<file path="src/hw/volume_ramp_regs.svh">
// Purpose: register offsets, field positions, reset values and limits of the volume stage
// Assumes: 8-bit register port, 8-bit volume codes in half-dB units
// Notes:   definitions only
`ifndef VOLUME_RAMP_REGS_SVH
`define VOLUME_RAMP_REGS_SVH

// ==========================================================
// offsets
`define OFS_CLOCK_DETECT_STATUS   8'h39
`define OFS_VOLUME_LEVEL          8'h4C
`define OFS_VOLUME_RAMP_CONTROL   8'h4E
`define OFS_EMERGENCY_RAMP_CTRL   8'h4F

// ==========================================================
// reset values
`define RST_VOLUME_LEVEL          8'h30
`define RST_VOLUME_RAMP_CONTROL   8'h33
`define RST_EMERGENCY_RAMP_CTRL   8'h30
`define RST_STATUS_RESERVED       2'h0
`define RST_READ_DATA             8'h00

// ==========================================================
// field positions (low bit of each 2-bit field, single-bit status flags by bit number)
`define FLD_FALL_RATE             6
`define FLD_FALL_STEP             4
`define FLD_RISE_RATE             2
`define FLD_RISE_STEP             0
`define FLD_STATUS_RESERVED       6
`define BIT_BCLK_RATE_ERR         5
`define BIT_PLL_OVERRATE          4
`define BIT_PLL_LOCKED            3
`define BIT_BCLK_MISSING          2
`define BIT_BCLK_VALID            1
`define BIT_FS_ERROR              0

// ==========================================================
// codes and limits
`define RATE_INSTANT              2'h3
`define VOLUME_MUTE               8'hFF
`define VOLUME_STEPS_PER_6DB      8'h0C
`define BCLK_RATIO_MIN            10'h020
`define BCLK_RATIO_MAX            10'h200
`define GAIN_SHIFT_BASE           6'h0B

`endif

</file>
<file path="src/hw/volume_ramp_pkg.sv">
// Purpose: shared types of the volume ramp stage
// Assumes: 24-bit signed samples, two channels
// Notes:   constants live in volume_ramp_regs.svh
package volume_ramp_pkg;

    typedef struct packed {
        logic signed [23:0] left;
        logic signed [23:0] right;
    } stereo_sample_t;

    typedef struct packed {
        logic       bclk_rate_bad;
        logic       pll_overrate;
        logic       pll_locked;
        logic       pll_enabled;
        logic       bclk_missing;
        logic       ratio_stable;
        logic [9:0] bclk_ratio;
        logic       fs_auto_mode;
        logic       detected_fs_valid;
        logic [3:0] detected_fs;
        logic [3:0] configured_fs;
        logic       fs_error_ignore;
        logic       emergency_mute;
    } health_in_t;

    typedef enum logic [1:0] {
        RAMP_IDLE  = 2'b00,
        RAMP_FALL  = 2'b01,
        RAMP_RISE  = 2'b11,
        RAMP_EMERG = 2'b10
    } ramp_state_t;

endpackage

</file>
<file path="src/hw/gain_apply.sv">
// Purpose: multiplies both channels of a frame by the gain of one volume code
// Assumes: code in half-dB steps, 0x00 is +24 dB, 0xFF mutes
// Notes:   one cycle latency, saturating; 6 dB taken as one binary shift
`timescale 1ns/100ps
`include "volume_ramp_regs.svh"

module gain_apply (
    input  wire logic                            ref_clk,
    input  wire logic                            rst,
    input  wire logic [7:0]                      volume_code,
    input  wire volume_ramp_pkg::stereo_sample_t in_sample,
    input  wire logic                            in_valid,
    output volume_ramp_pkg::stereo_sample_t      out_sample,
    output logic                                 out_valid
);

    // ==========================================================
    // half-dB fractions of one 6 dB octave, Q1.15
    function automatic logic [15:0] mantissa(input logic [7:0] r);
        case (r)
            8'h00:   mantissa = 16'h8000;
            8'h01:   mantissa = 16'h78D7;
            8'h02:   mantissa = 16'h7215;
            8'h03:   mantissa = 16'h6BB3;
            8'h04:   mantissa = 16'h65AD;
            8'h05:   mantissa = 16'h5FFD;
            8'h06:   mantissa = 16'h5A9E;
            8'h07:   mantissa = 16'h558C;
            8'h08:   mantissa = 16'h50C3;
            8'h09:   mantissa = 16'h4C3F;
            8'h0A:   mantissa = 16'h47FB;
            default: mantissa = 16'h43F4;
        endcase
    endfunction

    function automatic logic signed [23:0] scale(input logic signed [23:0] s,
                                                 input logic [7:0] code);
        logic        [7:0]  octave;
        logic signed [40:0] prod;
        logic signed [40:0] shifted;
        octave  = code / `VOLUME_STEPS_PER_6DB;
        prod    = s * $signed({1'b0, mantissa(code % `VOLUME_STEPS_PER_6DB)});
        shifted = prod >>> (`GAIN_SHIFT_BASE + octave[5:0]);
        if (code == `VOLUME_MUTE) begin
            scale = 24'sh000000;
        end else if (shifted > 41'sh00007FFFFF) begin
            scale = 24'sh7FFFFF;
        end else if (shifted < -41'sh0000800000) begin
            scale = 24'sh800000;
        end else begin
            scale = shifted[23:0];
        end
    endfunction

    // ==========================================================
    // output stage
    always_ff @(posedge ref_clk or posedge rst) begin
        if (rst) begin
            out_sample <= '0;
            out_valid  <= 1'b0;
        end else begin
            out_valid <= in_valid;
            if (in_valid) begin
                out_sample.left  <= scale(in_sample.left, volume_code);
                out_sample.right <= scale(in_sample.right, volume_code);
            end
        end
    end

endmodule

</file>
<file path="src/hw/volume_ramp.sv">
// Purpose: stereo digital volume with stepped ramps and clock health status
// Assumes: fs_tick is a one-cycle frame strobe from logic on ref_clk
// Notes:   health inputs come from other domains and are synchronised here
//
// Notes on behaviour
// - status bit 5 flags bit clock rate error
// - status bit 4 flags PLL overrate
// - status bit 3 lock, unlocked while PLL disabled
// - status bit 2 flags missing bit clock
// - bit 1 valid when ratio stable, 32-512
// - bit 0 rate valid or rate mismatch
// - ignore setting never masks rate error
// - one code both channels, 0.5 dB steps
// - falling updates every 1/2/4 frames, or instant
// - falling step 4/2/1/0.5 dB per update
// - rising updates every 1/2/4 frames, or instant
// - rising step 4/2/1/0.5 dB per update
// - emergency fall uses its own rate, step
`timescale 1ns/100ps
`include "volume_ramp_regs.svh"

module volume_ramp (
    input  wire logic                            ref_clk,
    input  wire logic                            rst,
    input  wire logic [7:0]                      reg_addr,
    input  wire logic [7:0]                      reg_wdata,
    input  wire logic                            reg_wr,
    input  wire logic                            reg_rd,
    output logic [7:0]                           reg_rdata,
    input  wire volume_ramp_pkg::health_in_t     health_in,
    input  wire logic                            fs_tick,
    input  wire volume_ramp_pkg::stereo_sample_t in_sample,
    input  wire logic                            in_valid,
    output volume_ramp_pkg::stereo_sample_t      out_sample,
    output logic                                 out_valid
);

    logic [7:0]                    volume_level;
    logic [7:0]                    volume_ramp_control;
    logic [7:0]                    emergency_ramp_control;
    logic [1:0]                    status_reserved;
    logic [5:0]                    clock_health_flags;
    volume_ramp_pkg::health_in_t   health_meta;
    volume_ramp_pkg::health_in_t   health;
    volume_ramp_pkg::ramp_state_t  ramp_state;
    volume_ramp_pkg::ramp_state_t  next_ramp_state;
    logic [7:0]                    volume_code;
    logic [7:0]                    target;
    logic [7:0]                    next_volume_code;
    logic [1:0]                    frame_count;
    logic [1:0]                    rate_sel;
    logic [1:0]                    step_sel;
    logic                          update_now;

    // ==========================================================
    // update period minus one, in frames
    function automatic logic [1:0] rate_last(input logic [1:0] rate);
        case (rate)
            2'h0:    rate_last = 2'h0;
            2'h1:    rate_last = 2'h1;
            default: rate_last = 2'h3;
        endcase
    endfunction

    // step size in half-dB codes
    function automatic logic [7:0] step_codes(input logic [1:0] step);
        case (step)
            2'h0:    step_codes = 8'h08;
            2'h1:    step_codes = 8'h04;
            2'h2:    step_codes = 8'h02;
            default: step_codes = 8'h01;
        endcase
    endfunction

    // ==========================================================
    // register writes
    always_ff @(posedge ref_clk or posedge rst) begin
        if (rst) begin
            volume_level           <= `RST_VOLUME_LEVEL;
            volume_ramp_control    <= `RST_VOLUME_RAMP_CONTROL;
            emergency_ramp_control <= `RST_EMERGENCY_RAMP_CTRL;
            status_reserved        <= `RST_STATUS_RESERVED;
        end else if (reg_wr) begin
            case (reg_addr)
                `OFS_VOLUME_LEVEL:        volume_level <= reg_wdata;
                `OFS_VOLUME_RAMP_CONTROL: volume_ramp_control <= reg_wdata;
                `OFS_EMERGENCY_RAMP_CTRL: emergency_ramp_control <= reg_wdata;
                `OFS_CLOCK_DETECT_STATUS: begin
                    status_reserved <= reg_wdata[`FLD_STATUS_RESERVED +: 2];
                end
                default: ;
            endcase
        end
    end

    // register reads, unmapped read as zero
    always_ff @(posedge ref_clk or posedge rst) begin
        if (rst) begin
            reg_rdata <= `RST_READ_DATA;
        end else if (reg_rd) begin
            case (reg_addr)
                `OFS_VOLUME_LEVEL:        reg_rdata <= volume_level;
                `OFS_VOLUME_RAMP_CONTROL: reg_rdata <= volume_ramp_control;
                `OFS_EMERGENCY_RAMP_CTRL: reg_rdata <= emergency_ramp_control;
                `OFS_CLOCK_DETECT_STATUS: reg_rdata <= {status_reserved, clock_health_flags};
                default:                  reg_rdata <= `RST_READ_DATA;
            endcase
        end
    end

    // ==========================================================
    // two-stage synchroniser for detector levels
    always_ff @(posedge ref_clk or posedge rst) begin
        if (rst) begin
            health_meta <= '0;
            health      <= '0;
        end else begin
            health_meta <= health_in;
            health      <= health_meta;
        end
    end

    // ==========================================================
    // clock health flags
    always_ff @(posedge ref_clk or posedge rst) begin
        if (rst) begin
            clock_health_flags <= '0;
        end else begin
            clock_health_flags[`BIT_BCLK_RATE_ERR] <= health.bclk_rate_bad;
            clock_health_flags[`BIT_PLL_OVERRATE]  <= health.pll_overrate;
            clock_health_flags[`BIT_PLL_LOCKED]    <= health.pll_locked & health.pll_enabled;
            clock_health_flags[`BIT_BCLK_MISSING]  <= health.bclk_missing;
            clock_health_flags[`BIT_BCLK_VALID]    <= health.ratio_stable
                && health.bclk_ratio >= `BCLK_RATIO_MIN
                && health.bclk_ratio <= `BCLK_RATIO_MAX;
            clock_health_flags[`BIT_FS_ERROR]      <= health.fs_auto_mode
                ? health.detected_fs_valid
                : (health.detected_fs != health.configured_fs);
        end
    end

    // ==========================================================
    // ramp direction and setting choice
    // emergency forces mute target
    assign target = health.emergency_mute ? `VOLUME_MUTE : volume_level;

    always_comb begin
        if (volume_code == target) begin
            next_ramp_state = volume_ramp_pkg::RAMP_IDLE;
        end else if (volume_code < target) begin
            next_ramp_state = health.emergency_mute ? volume_ramp_pkg::RAMP_EMERG
                                                    : volume_ramp_pkg::RAMP_FALL;
        end else begin
            next_ramp_state = volume_ramp_pkg::RAMP_RISE;
        end
    end

    always_ff @(posedge ref_clk or posedge rst) begin
        if (rst) begin
            ramp_state <= volume_ramp_pkg::RAMP_IDLE;
        end else begin
            ramp_state <= next_ramp_state;
        end
    end

    always_comb begin
        case (next_ramp_state)
            volume_ramp_pkg::RAMP_EMERG: begin
                rate_sel = emergency_ramp_control[`FLD_FALL_RATE +: 2];
                step_sel = emergency_ramp_control[`FLD_FALL_STEP +: 2];
            end
            volume_ramp_pkg::RAMP_RISE: begin
                rate_sel = volume_ramp_control[`FLD_RISE_RATE +: 2];
                step_sel = volume_ramp_control[`FLD_RISE_STEP +: 2];
            end
            default: begin
                rate_sel = volume_ramp_control[`FLD_FALL_RATE +: 2];
                step_sel = volume_ramp_control[`FLD_FALL_STEP +: 2];
            end
        endcase
    end

    assign update_now = fs_tick && next_ramp_state != volume_ramp_pkg::RAMP_IDLE
        && (rate_sel == `RATE_INSTANT || frame_count == rate_last(rate_sel));

    always_ff @(posedge ref_clk or posedge rst) begin
        if (rst) begin
            frame_count <= 2'h0;
        end else if (next_ramp_state == volume_ramp_pkg::RAMP_IDLE || update_now) begin
            frame_count <= 2'h0;
        end else if (fs_tick) begin
            frame_count <= frame_count + 2'h1;
        end
    end

    // ==========================================================
    // gain stepping, clamped at target
    always_comb begin
        next_volume_code = volume_code;
        if (rate_sel == `RATE_INSTANT) begin
            next_volume_code = target;
        end else if (volume_code < target) begin
            next_volume_code = (target - volume_code <= step_codes(step_sel))
                ? target : volume_code + step_codes(step_sel);
        end else begin
            next_volume_code = (volume_code - target <= step_codes(step_sel))
                ? target : volume_code - step_codes(step_sel);
        end
    end

    always_ff @(posedge ref_clk or posedge rst) begin
        if (rst) begin
            volume_code <= `RST_VOLUME_LEVEL;
        end else if (update_now) begin
            volume_code <= next_volume_code;
        end
    end

    gain_apply u_gain (
        .ref_clk     (ref_clk),
        .rst         (rst),
        .volume_code (volume_code),
        .in_sample   (in_sample),
        .in_valid    (in_valid),
        .out_sample  (out_sample),
        .out_valid   (out_valid)
    );

    // ==========================================================
    // assertions
    property p_bclk_rate;
        @(posedge ref_clk) disable iff (rst)
        1'b1 |=> clock_health_flags[`BIT_BCLK_RATE_ERR] == $past(health.bclk_rate_bad);
    endproperty
    a_bclk_rate: assert property (p_bclk_rate) else $error("rate flag wrong");

    property p_pll_disabled;
        @(posedge ref_clk) disable iff (rst)
        !health.pll_enabled |=> !clock_health_flags[`BIT_PLL_LOCKED];
    endproperty
    a_pll_disabled: assert property (p_pll_disabled) else $error("lock shown while off");

    property p_bclk_valid;
        @(posedge ref_clk) disable iff (rst)
        (health.bclk_ratio > `BCLK_RATIO_MAX || health.bclk_ratio < `BCLK_RATIO_MIN
         || !health.ratio_stable) |=> !clock_health_flags[`BIT_BCLK_VALID];
    endproperty
    a_bclk_valid: assert property (p_bclk_valid) else $error("bad ratio shown valid");

    property p_fs_ignore;
        @(posedge ref_clk) disable iff (rst)
        (!health.fs_auto_mode && health.fs_error_ignore
         && health.detected_fs != health.configured_fs) |=> clock_health_flags[`BIT_FS_ERROR];
    endproperty
    a_fs_ignore: assert property (p_fs_ignore) else $error("rate error masked");

    property p_mute_out;
        @(posedge ref_clk) disable iff (rst)
        (in_valid && volume_code == `VOLUME_MUTE) |=> out_sample == '0;
    endproperty
    a_mute_out: assert property (p_mute_out) else $error("mute not silent");

    property p_instant_fall;
        @(posedge ref_clk) disable iff (rst)
        (fs_tick && next_ramp_state == volume_ramp_pkg::RAMP_FALL
         && rate_sel == `RATE_INSTANT) |=> volume_code == $past(target);
    endproperty
    a_instant_fall: assert property (p_instant_fall) else $error("no instant fall");

    property p_fall_step;
        @(posedge ref_clk) disable iff (rst)
        (update_now && volume_code < target && rate_sel != `RATE_INSTANT)
        |=> volume_code - $past(volume_code) <= $past(step_codes(step_sel));
    endproperty
    a_fall_step: assert property (p_fall_step) else $error("fall step too big");

    property p_rise_step;
        @(posedge ref_clk) disable iff (rst)
        (update_now && volume_code > target && rate_sel != `RATE_INSTANT)
        |=> $past(volume_code) - volume_code == $past(step_codes(step_sel))
            || volume_code == $past(target);
    endproperty
    a_rise_step: assert property (p_rise_step) else $error("rise step wrong");

    property p_emerg_mute;
        @(posedge ref_clk) disable iff (rst)
        (health.emergency_mute && fs_tick && rate_sel == `RATE_INSTANT
         && next_ramp_state == volume_ramp_pkg::RAMP_EMERG) |=> volume_code == `VOLUME_MUTE;
    endproperty
    a_emerg_mute: assert property (p_emerg_mute) else $error("no emergency mute");

    property p_no_overshoot;
        @(posedge ref_clk) disable iff (rst)
        (volume_code < target) |=> volume_code <= $past(target);
    endproperty
    a_no_overshoot: assert property (p_no_overshoot) else $error("ramp overshoot");

    property p_frame_only;
        @(posedge ref_clk) disable iff (rst)
        !fs_tick |=> $stable(volume_code);
    endproperty
    a_frame_only: assert property (p_frame_only) else $error("gain moved mid-frame");

    c_fall: cover property (@(posedge ref_clk) ramp_state == volume_ramp_pkg::RAMP_FALL);
    c_rise: cover property (@(posedge ref_clk) ramp_state == volume_ramp_pkg::RAMP_RISE);
    c_emerg: cover property (@(posedge ref_clk) ramp_state == volume_ramp_pkg::RAMP_EMERG);
    c_reach: cover property (@(posedge ref_clk)
        ramp_state != volume_ramp_pkg::RAMP_IDLE ##1 ramp_state == volume_ramp_pkg::RAMP_IDLE);

endmodule

</file>
<file path="config.mk">
export PLATFORM = sky130hd
export DESIGN_NAME = volume_ramp
export DESIGN_NICKNAME = d
export VERILOG_FILES = /design/src/hw/volume_ramp_pkg.sv /design/src/hw/gain_apply.sv /design/src/hw/volume_ramp.sv
export VERILOG_INCLUDE_DIRS = /design/src /design/src/hw
export SDC_FILE = /design/constraint.sdc
export NUM_CORES = 2
export LEC_CHECK = 0
export ABC_AREA = 0
export BUFFER_PORTS_ARGS = -buffer_cell sky130_fd_sc_hd__buf_2
export CAP_MARGIN = 20
export CORE_MARGIN = 1.5
export CORE_UTILIZATION = 25
export DETAILED_ROUTE_END_ITERATION = 10
export HOLD_SLACK_MARGIN = 0.03
export PLACE_DENSITY_LB_ADDON = 0.25
export RECOVER_POWER = 25
export SYNTH_ARGS = -nofsm -noshare
export SYNTH_HDL_FRONTEND = slang
export SYNTH_SLANG_ARGS = --single-unit
</file>
<file path="constraint.sdc">
create_clock -name ref_clk -period 15.9 [get_ports ref_clk]
set_clock_uncertainty 0.2 [all_clocks]
set_input_delay 0.795 -clock ref_clk [delete_from_list [all_inputs] [get_ports ref_clk]]
set_output_delay 0.795 -clock ref_clk [all_outputs]
set_load 0.005 [all_outputs]
</file>
==> flow_results.xml <==
<?xml version="1.0" encoding="UTF-8"?>
<metrics>
  <group name="yosys">
    <metric name="largest_family_of_logic_cells_by_synthesized_area" unit="">adder cells</metric>
    <metric name="synth_most_common_cell" unit="">sky130_fd_sc_hd__inv_1</metric>
    <metric name="synth_cell_types" unit="">116</metric>
    <metric name="synthMuxAreaShare" unit="%">4.08</metric>
    <metric name="synth_fa_ha_area_share" unit="%">42.2</metric>
    <metric name="synth_top_cell_by_area" unit="">sky130_fd_sc_hd__fa_1</metric>
    <metric name="post_synth_and_or_nand_nor_area_fraction" unit="%">17.2</metric>
    <metric name="synth_cells" unit="">5098</metric>
    <metric name="top_cells_by_count_synth" unit="">sky130_fd_sc_hd__inv_1, sky130_fd_sc_hd__fa_1, sky130_fd_sc_hd__nand2_1, sky130_fd_sc_hd__and2_1, sky130_fd_sc_hd__ha_1</metric>
    <metric name="synth_area_in_compound_gates" unit="%">14.4</metric>
    <metric name="ys_warn_count" unit="">0</metric>
    <metric name="synth-seq-area-share" unit="%">8.91</metric>
    <metric name="synth_top_area_share" unit="%">35.2</metric>
    <metric name="synth_enable_flop_cells" unit="">0</metric>
    <metric name="ys_async_sr_fraction" unit="%">100</metric>
    <metric name="yosys_register_bits" unit="">153</metric>
    <metric name="syn-mean-instance-area" unit="um^2">8.46</metric>
    <metric name="ys_dominant_reg_cell" unit="">sky130_fd_sc_hd__dfrtp_1</metric>
    <metric name="netlist_area" unit="um^2">43100</metric>
    <metric name="synth_area_leaders" unit="">sky130_fd_sc_hd__fa_1, sky130_fd_sc_hd__inv_1, sky130_fd_sc_hd__dfrtp_1</metric>
    <metric name="syn_nets" unit="">6194</metric>
    <metric name="yosys.area_share.xor_xnor" unit="%">1.77</metric>
  </group>
  <group name="critical_path">
    <metric name="critical_path_depth" unit="">33</metric>
    <metric name="critPathLaunchType" unit="">flip-flop</metric>
    <metric name="setup.worst_path.end_class" unit="">flip-flop</metric>
    <metric name="crit_path_top_cell_by_count" unit="">sky130_fd_sc_hd__fa_1</metric>
    <metric name="critPathKind" unit="">flip-flop to flip-flop</metric>
    <metric name="slowest_delay" unit="ps">900</metric>
    <metric name="flop_to_flop_setup_slack" unit="ps">2980</metric>
    <metric name="critPathRequiredTime" unit="ps">15890</metric>
    <metric name="cell_type_group_with_the_largest_total_delay_on_the_critical_path" unit="">compound AO/OA/AOI/OAI gates</metric>
    <metric name="crit_buf_inv" unit="">7</metric>
    <metric name="crit_path_max_fanout" unit="">36</metric>
    <metric name="r2r_cells" unit="">33</metric>
    <metric name="worstSetupStartpoint" unit="">volume_code[3]</metric>
    <metric name="critical_path.reg2reg.startpoint" unit="">volume_code[3]</metric>
    <metric name="cp.arrival" unit="ps">12910</metric>
    <metric name="worst_path_max_delay_cell" unit="">sky130_fd_sc_hd__dfrtp_1</metric>
  </group>
  <group name="sta">
    <metric name="finalHoldViolations" unit="">0</metric>
    <metric name="hold_ws" unit="ps">149</metric>
    <metric name="relSlewSlack" unit="%">-169</metric>
    <metric name="grt_setup_unrepaired" unit="">no</metric>
    <metric name="max_clock_freq" unit="MHz">77.4</metric>
    <metric name="period_share" unit="%">81.3</metric>
    <metric name="setup_total_negative_slack" unit="ps">0</metric>
    <metric name="report.final.setup_viol" unit="">0</metric>
    <metric name="tightest_slew" unit="ps">4010</metric>
    <metric name="final_period_minus_worst_setup_slack" unit="ps">12920</metric>
    <metric name="timing.final.max_slew_violations" unit="">141</metric>
  </group>
  <group name="grt">
    <metric name="grt_pass1_wl" unit="um">228000</metric>
    <metric name="grt_max_degree" unit="">88</metric>
    <metric name="grt_util_all_layers" unit="%">16.6</metric>
    <metric name="grt_pass1_vias" unit="">38327</metric>
    <metric name="grt_antenna_before_repair" unit="">13</metric>
    <metric name="grt_overflow" unit="">0</metric>
  </group>
  <group name="layout">
    <metric name="num-nets-final" unit="">6118</metric>
    <metric name="syn_to_final_growth" unit="%">8.33</metric>
    <metric name="filler_cell_count" unit="">18779</metric>
    <metric name="layout.cells.non_filler" unit="">7349</metric>
    <metric name="drive_above_1_share" unit="%">8.18</metric>
    <metric name="sequential_cell_area" unit="um^2">3840</metric>
    <metric name="final_core_util" unit="%">27.2</metric>
    <metric name="multiInputGateArea" unit="um^2">34500</metric>
  </group>
  <group name="cts">
    <metric name="clkSlewWorstSetupHoldPaths" unit="ps">70</metric>
    <metric name="cts.hold.buffers_added" unit="">0</metric>
    <metric name="cts_resized" unit="">0</metric>
    <metric name="clock_path_buffers" unit="">2</metric>
    <metric name="clk-insertion-delay-late" unit="ps">440</metric>
    <metric name="cts-root-buf" unit="">sky130_fd_sc_hd__clkbuf_16</metric>
    <metric name="clkSinkCount" unit="">153</metric>
    <metric name="post_cts.repair.setup_buffers" unit="">0</metric>
    <metric name="tritoncts" unit="">yes</metric>
    <metric name="cts-htree-levels" unit="">4</metric>
    <metric name="tritoncts.num_buffers" unit="">17</metric>
  </group>
  <group name="drt">
    <metric name="drt_iter0_markers" unit="">2504</metric>
    <metric name="final_antenna_net_count" unit="">0</metric>
    <metric name="post_drt_via_cell_ratio" unit="">4.85</metric>
    <metric name="detailedRoute.firstPassIterationCount" unit="">9</metric>
    <metric name="routed_wire_length_per_instance" unit="um">19.3</metric>
    <metric name="postRouteWirelength" unit="um">142000</metric>
    <metric name="detailroute.via_count" unit="">35637</metric>
    <metric name="drc" unit="">0</metric>
  </group>
  <group name="floorplan">
    <metric name="design.die.area" unit="um^2">175000</metric>
    <metric name="floorplan.die.width" unit="um">418</metric>
    <metric name="fp.coreArea" unit="um^2">172000</metric>
    <metric name="top_level_ports" unit="">155</metric>
    <metric name="starting_density_of_the_core" unit="%">25.1</metric>
    <metric name="chipHeight" unit="um">418</metric>
    <metric name="row_count" unit="">152</metric>
  </group>
  <group name="run_status">
    <metric name="status" unit="">finished with violations</metric>
    <metric name="violations" unit="">capacitance limit, slew limit</metric>
  </group>
  <group name="place">
    <metric name="detailed_place_hpwl" unit="um">111000</metric>
    <metric name="placedCellCount" unit="">7313</metric>
    <metric name="port_buffers" unit="">153</metric>
    <metric name="gp_congestion" unit="">0.920</metric>
  </group>
  <group name="worst_hold_path">
    <metric name="min_from" unit="">health_meta[4]</metric>
    <metric name="worstHoldPathCells" unit="">0</metric>
    <metric name="min-delay-path-class" unit="">flip-flop to flip-flop</metric>
  </group>
  <group name="job">
    <metric name="maxCapViolations" unit="">2</metric>
  </group>
</metrics>
## cells in the final DEF, fill, tap and decap left out, types with 17 or more instances in the layout
master / n
sky130_fd_sc_hd__inv_1: 970
sky130_fd_sc_hd__fa_1: 758
sky130_fd_sc_hd__nand2_1: 677
sky130_fd_sc_hd__and2_1: 251
sky130_fd_sc_hd__ha_1: 239
sky130_fd_sc_hd__nor2_1: 221
sky130_fd_sc_hd__a21oi_1: 172
sky130_fd_sc_hd__o21ai_0: 164
sky130_fd_sc_hd__buf_2: 153
sky130_fd_sc_hd__dfrtp_1: 143
sky130_fd_sc_hd__mux2i_1: 85
sky130_fd_sc_hd__and3_1: 78
sky130_fd_sc_hd__nand3_1: 62
sky130_fd_sc_hd__xnor2_1: 61
sky130_fd_sc_hd__nor2b_1: 59
sky130_fd_sc_hd__a21o_1: 56
sky130_fd_sc_hd__buf_4: 55
sky130_fd_sc_hd__mux2_2: 54
sky130_fd_sc_hd__a211oi_1: 50
sky130_fd_sc_hd__nor3_1: 50
sky130_fd_sc_hd__o211ai_1: 44
sky130_fd_sc_hd__o22ai_1: 43
sky130_fd_sc_hd__nand4_1: 36
sky130_fd_sc_hd__o221ai_1: 36
sky130_fd_sc_hd__nand2b_1: 29
sky130_fd_sc_hd__xor2_1: 24
sky130_fd_sc_hd__o21a_1: 20
sky130_fd_sc_hd__a31oi_1: 20
sky130_fd_sc_hd__o31ai_1: 18
sky130_fd_sc_hd__o221ai_2: 17
sky130_fd_sc_hd__clkbuf_16: 17
## worst paths after layout
kind / endpoint
worst max-delay path: u_gain.out_sample[26]
worst max register to register: u_gain.out_sample[26]
worst min register to register: health[4]
max in group asynchronous: reg_rdata[2]
min in group asynchronous: health[12]
worst min-delay path: health[4]
## flip-flops by register name, indices dropped and copies added (netlist names)
register / flops
u_gain.out_sample: 48
reg_rdata: 8
volume_code: 8
health_meta: 27
clock_health_flags: 6
volume_level: 8
status_reserved: 2
u_gain.out_valid: 1
health: 27
frame_count: 2
emergency_ramp_control: 8
volume_ramp_control: 8
## cell type report
class / count / area share [%]
Antenna cell: 4 / 0.0214
Inverter: 974 / 7.83
Sequential cell: 153 / 8.22
Clock inverter: 15 / 0.375
Multi-Input combinational cell: 3667 / 73.9
Tap cell: 2310 / 6.19
Clock buffer: 17 / 0.910
Timing Repair Buffer: 209 / 2.53
## worst reg2reg max path, delay by kind of cell, from the launching register on
kind	cells	cell delay, ps
buf+inv	7	1680
fa+ha+maj	7	3630
compound gates	12	3850
flops	1	900
simple gates	7	2450
## metal layers
| layer | share of wire (%) | GRT usage, % |
|---|---|---|
| met4 | 2.6 | 3.66 |
| met2 | 50 | 29.2 |
| met3 | 3.3 | 1.06 |
| met1 | 44 | 22.1 |
| met5 | 0 | 0 |
## logic make-up (layout without fill, tap and decap cells)
| family | after synthesis | count (layout) |
|---|---|---|
| XOR/XNOR | 87 | 87 |
| flip-flops | 153 | 153 |
| AO/OA/AOI/OAI | 876 | 876 |
| buffers and inverters | 1278 | 1215 |
| AND/OR/NAND/NOR | 1552 | 1552 |
| adder cells (fa/ha/maj) | 999 | 999 |
| multiplexers | 153 | 153 |
| other | 0 | 4 |
## through the flow
step	setup slack (ps)	instance area (um^2)
after detailed placement	3090	46100
after global placement	3080	46100
final	2980	46700
after CTS	3070	46700
after floorplan	5770	43100
after global routing	2130	46700
Power is left out: the tool's default activity adds up to more than one toggle a clock period on the data nets, which glitch-free logic cannot reach.
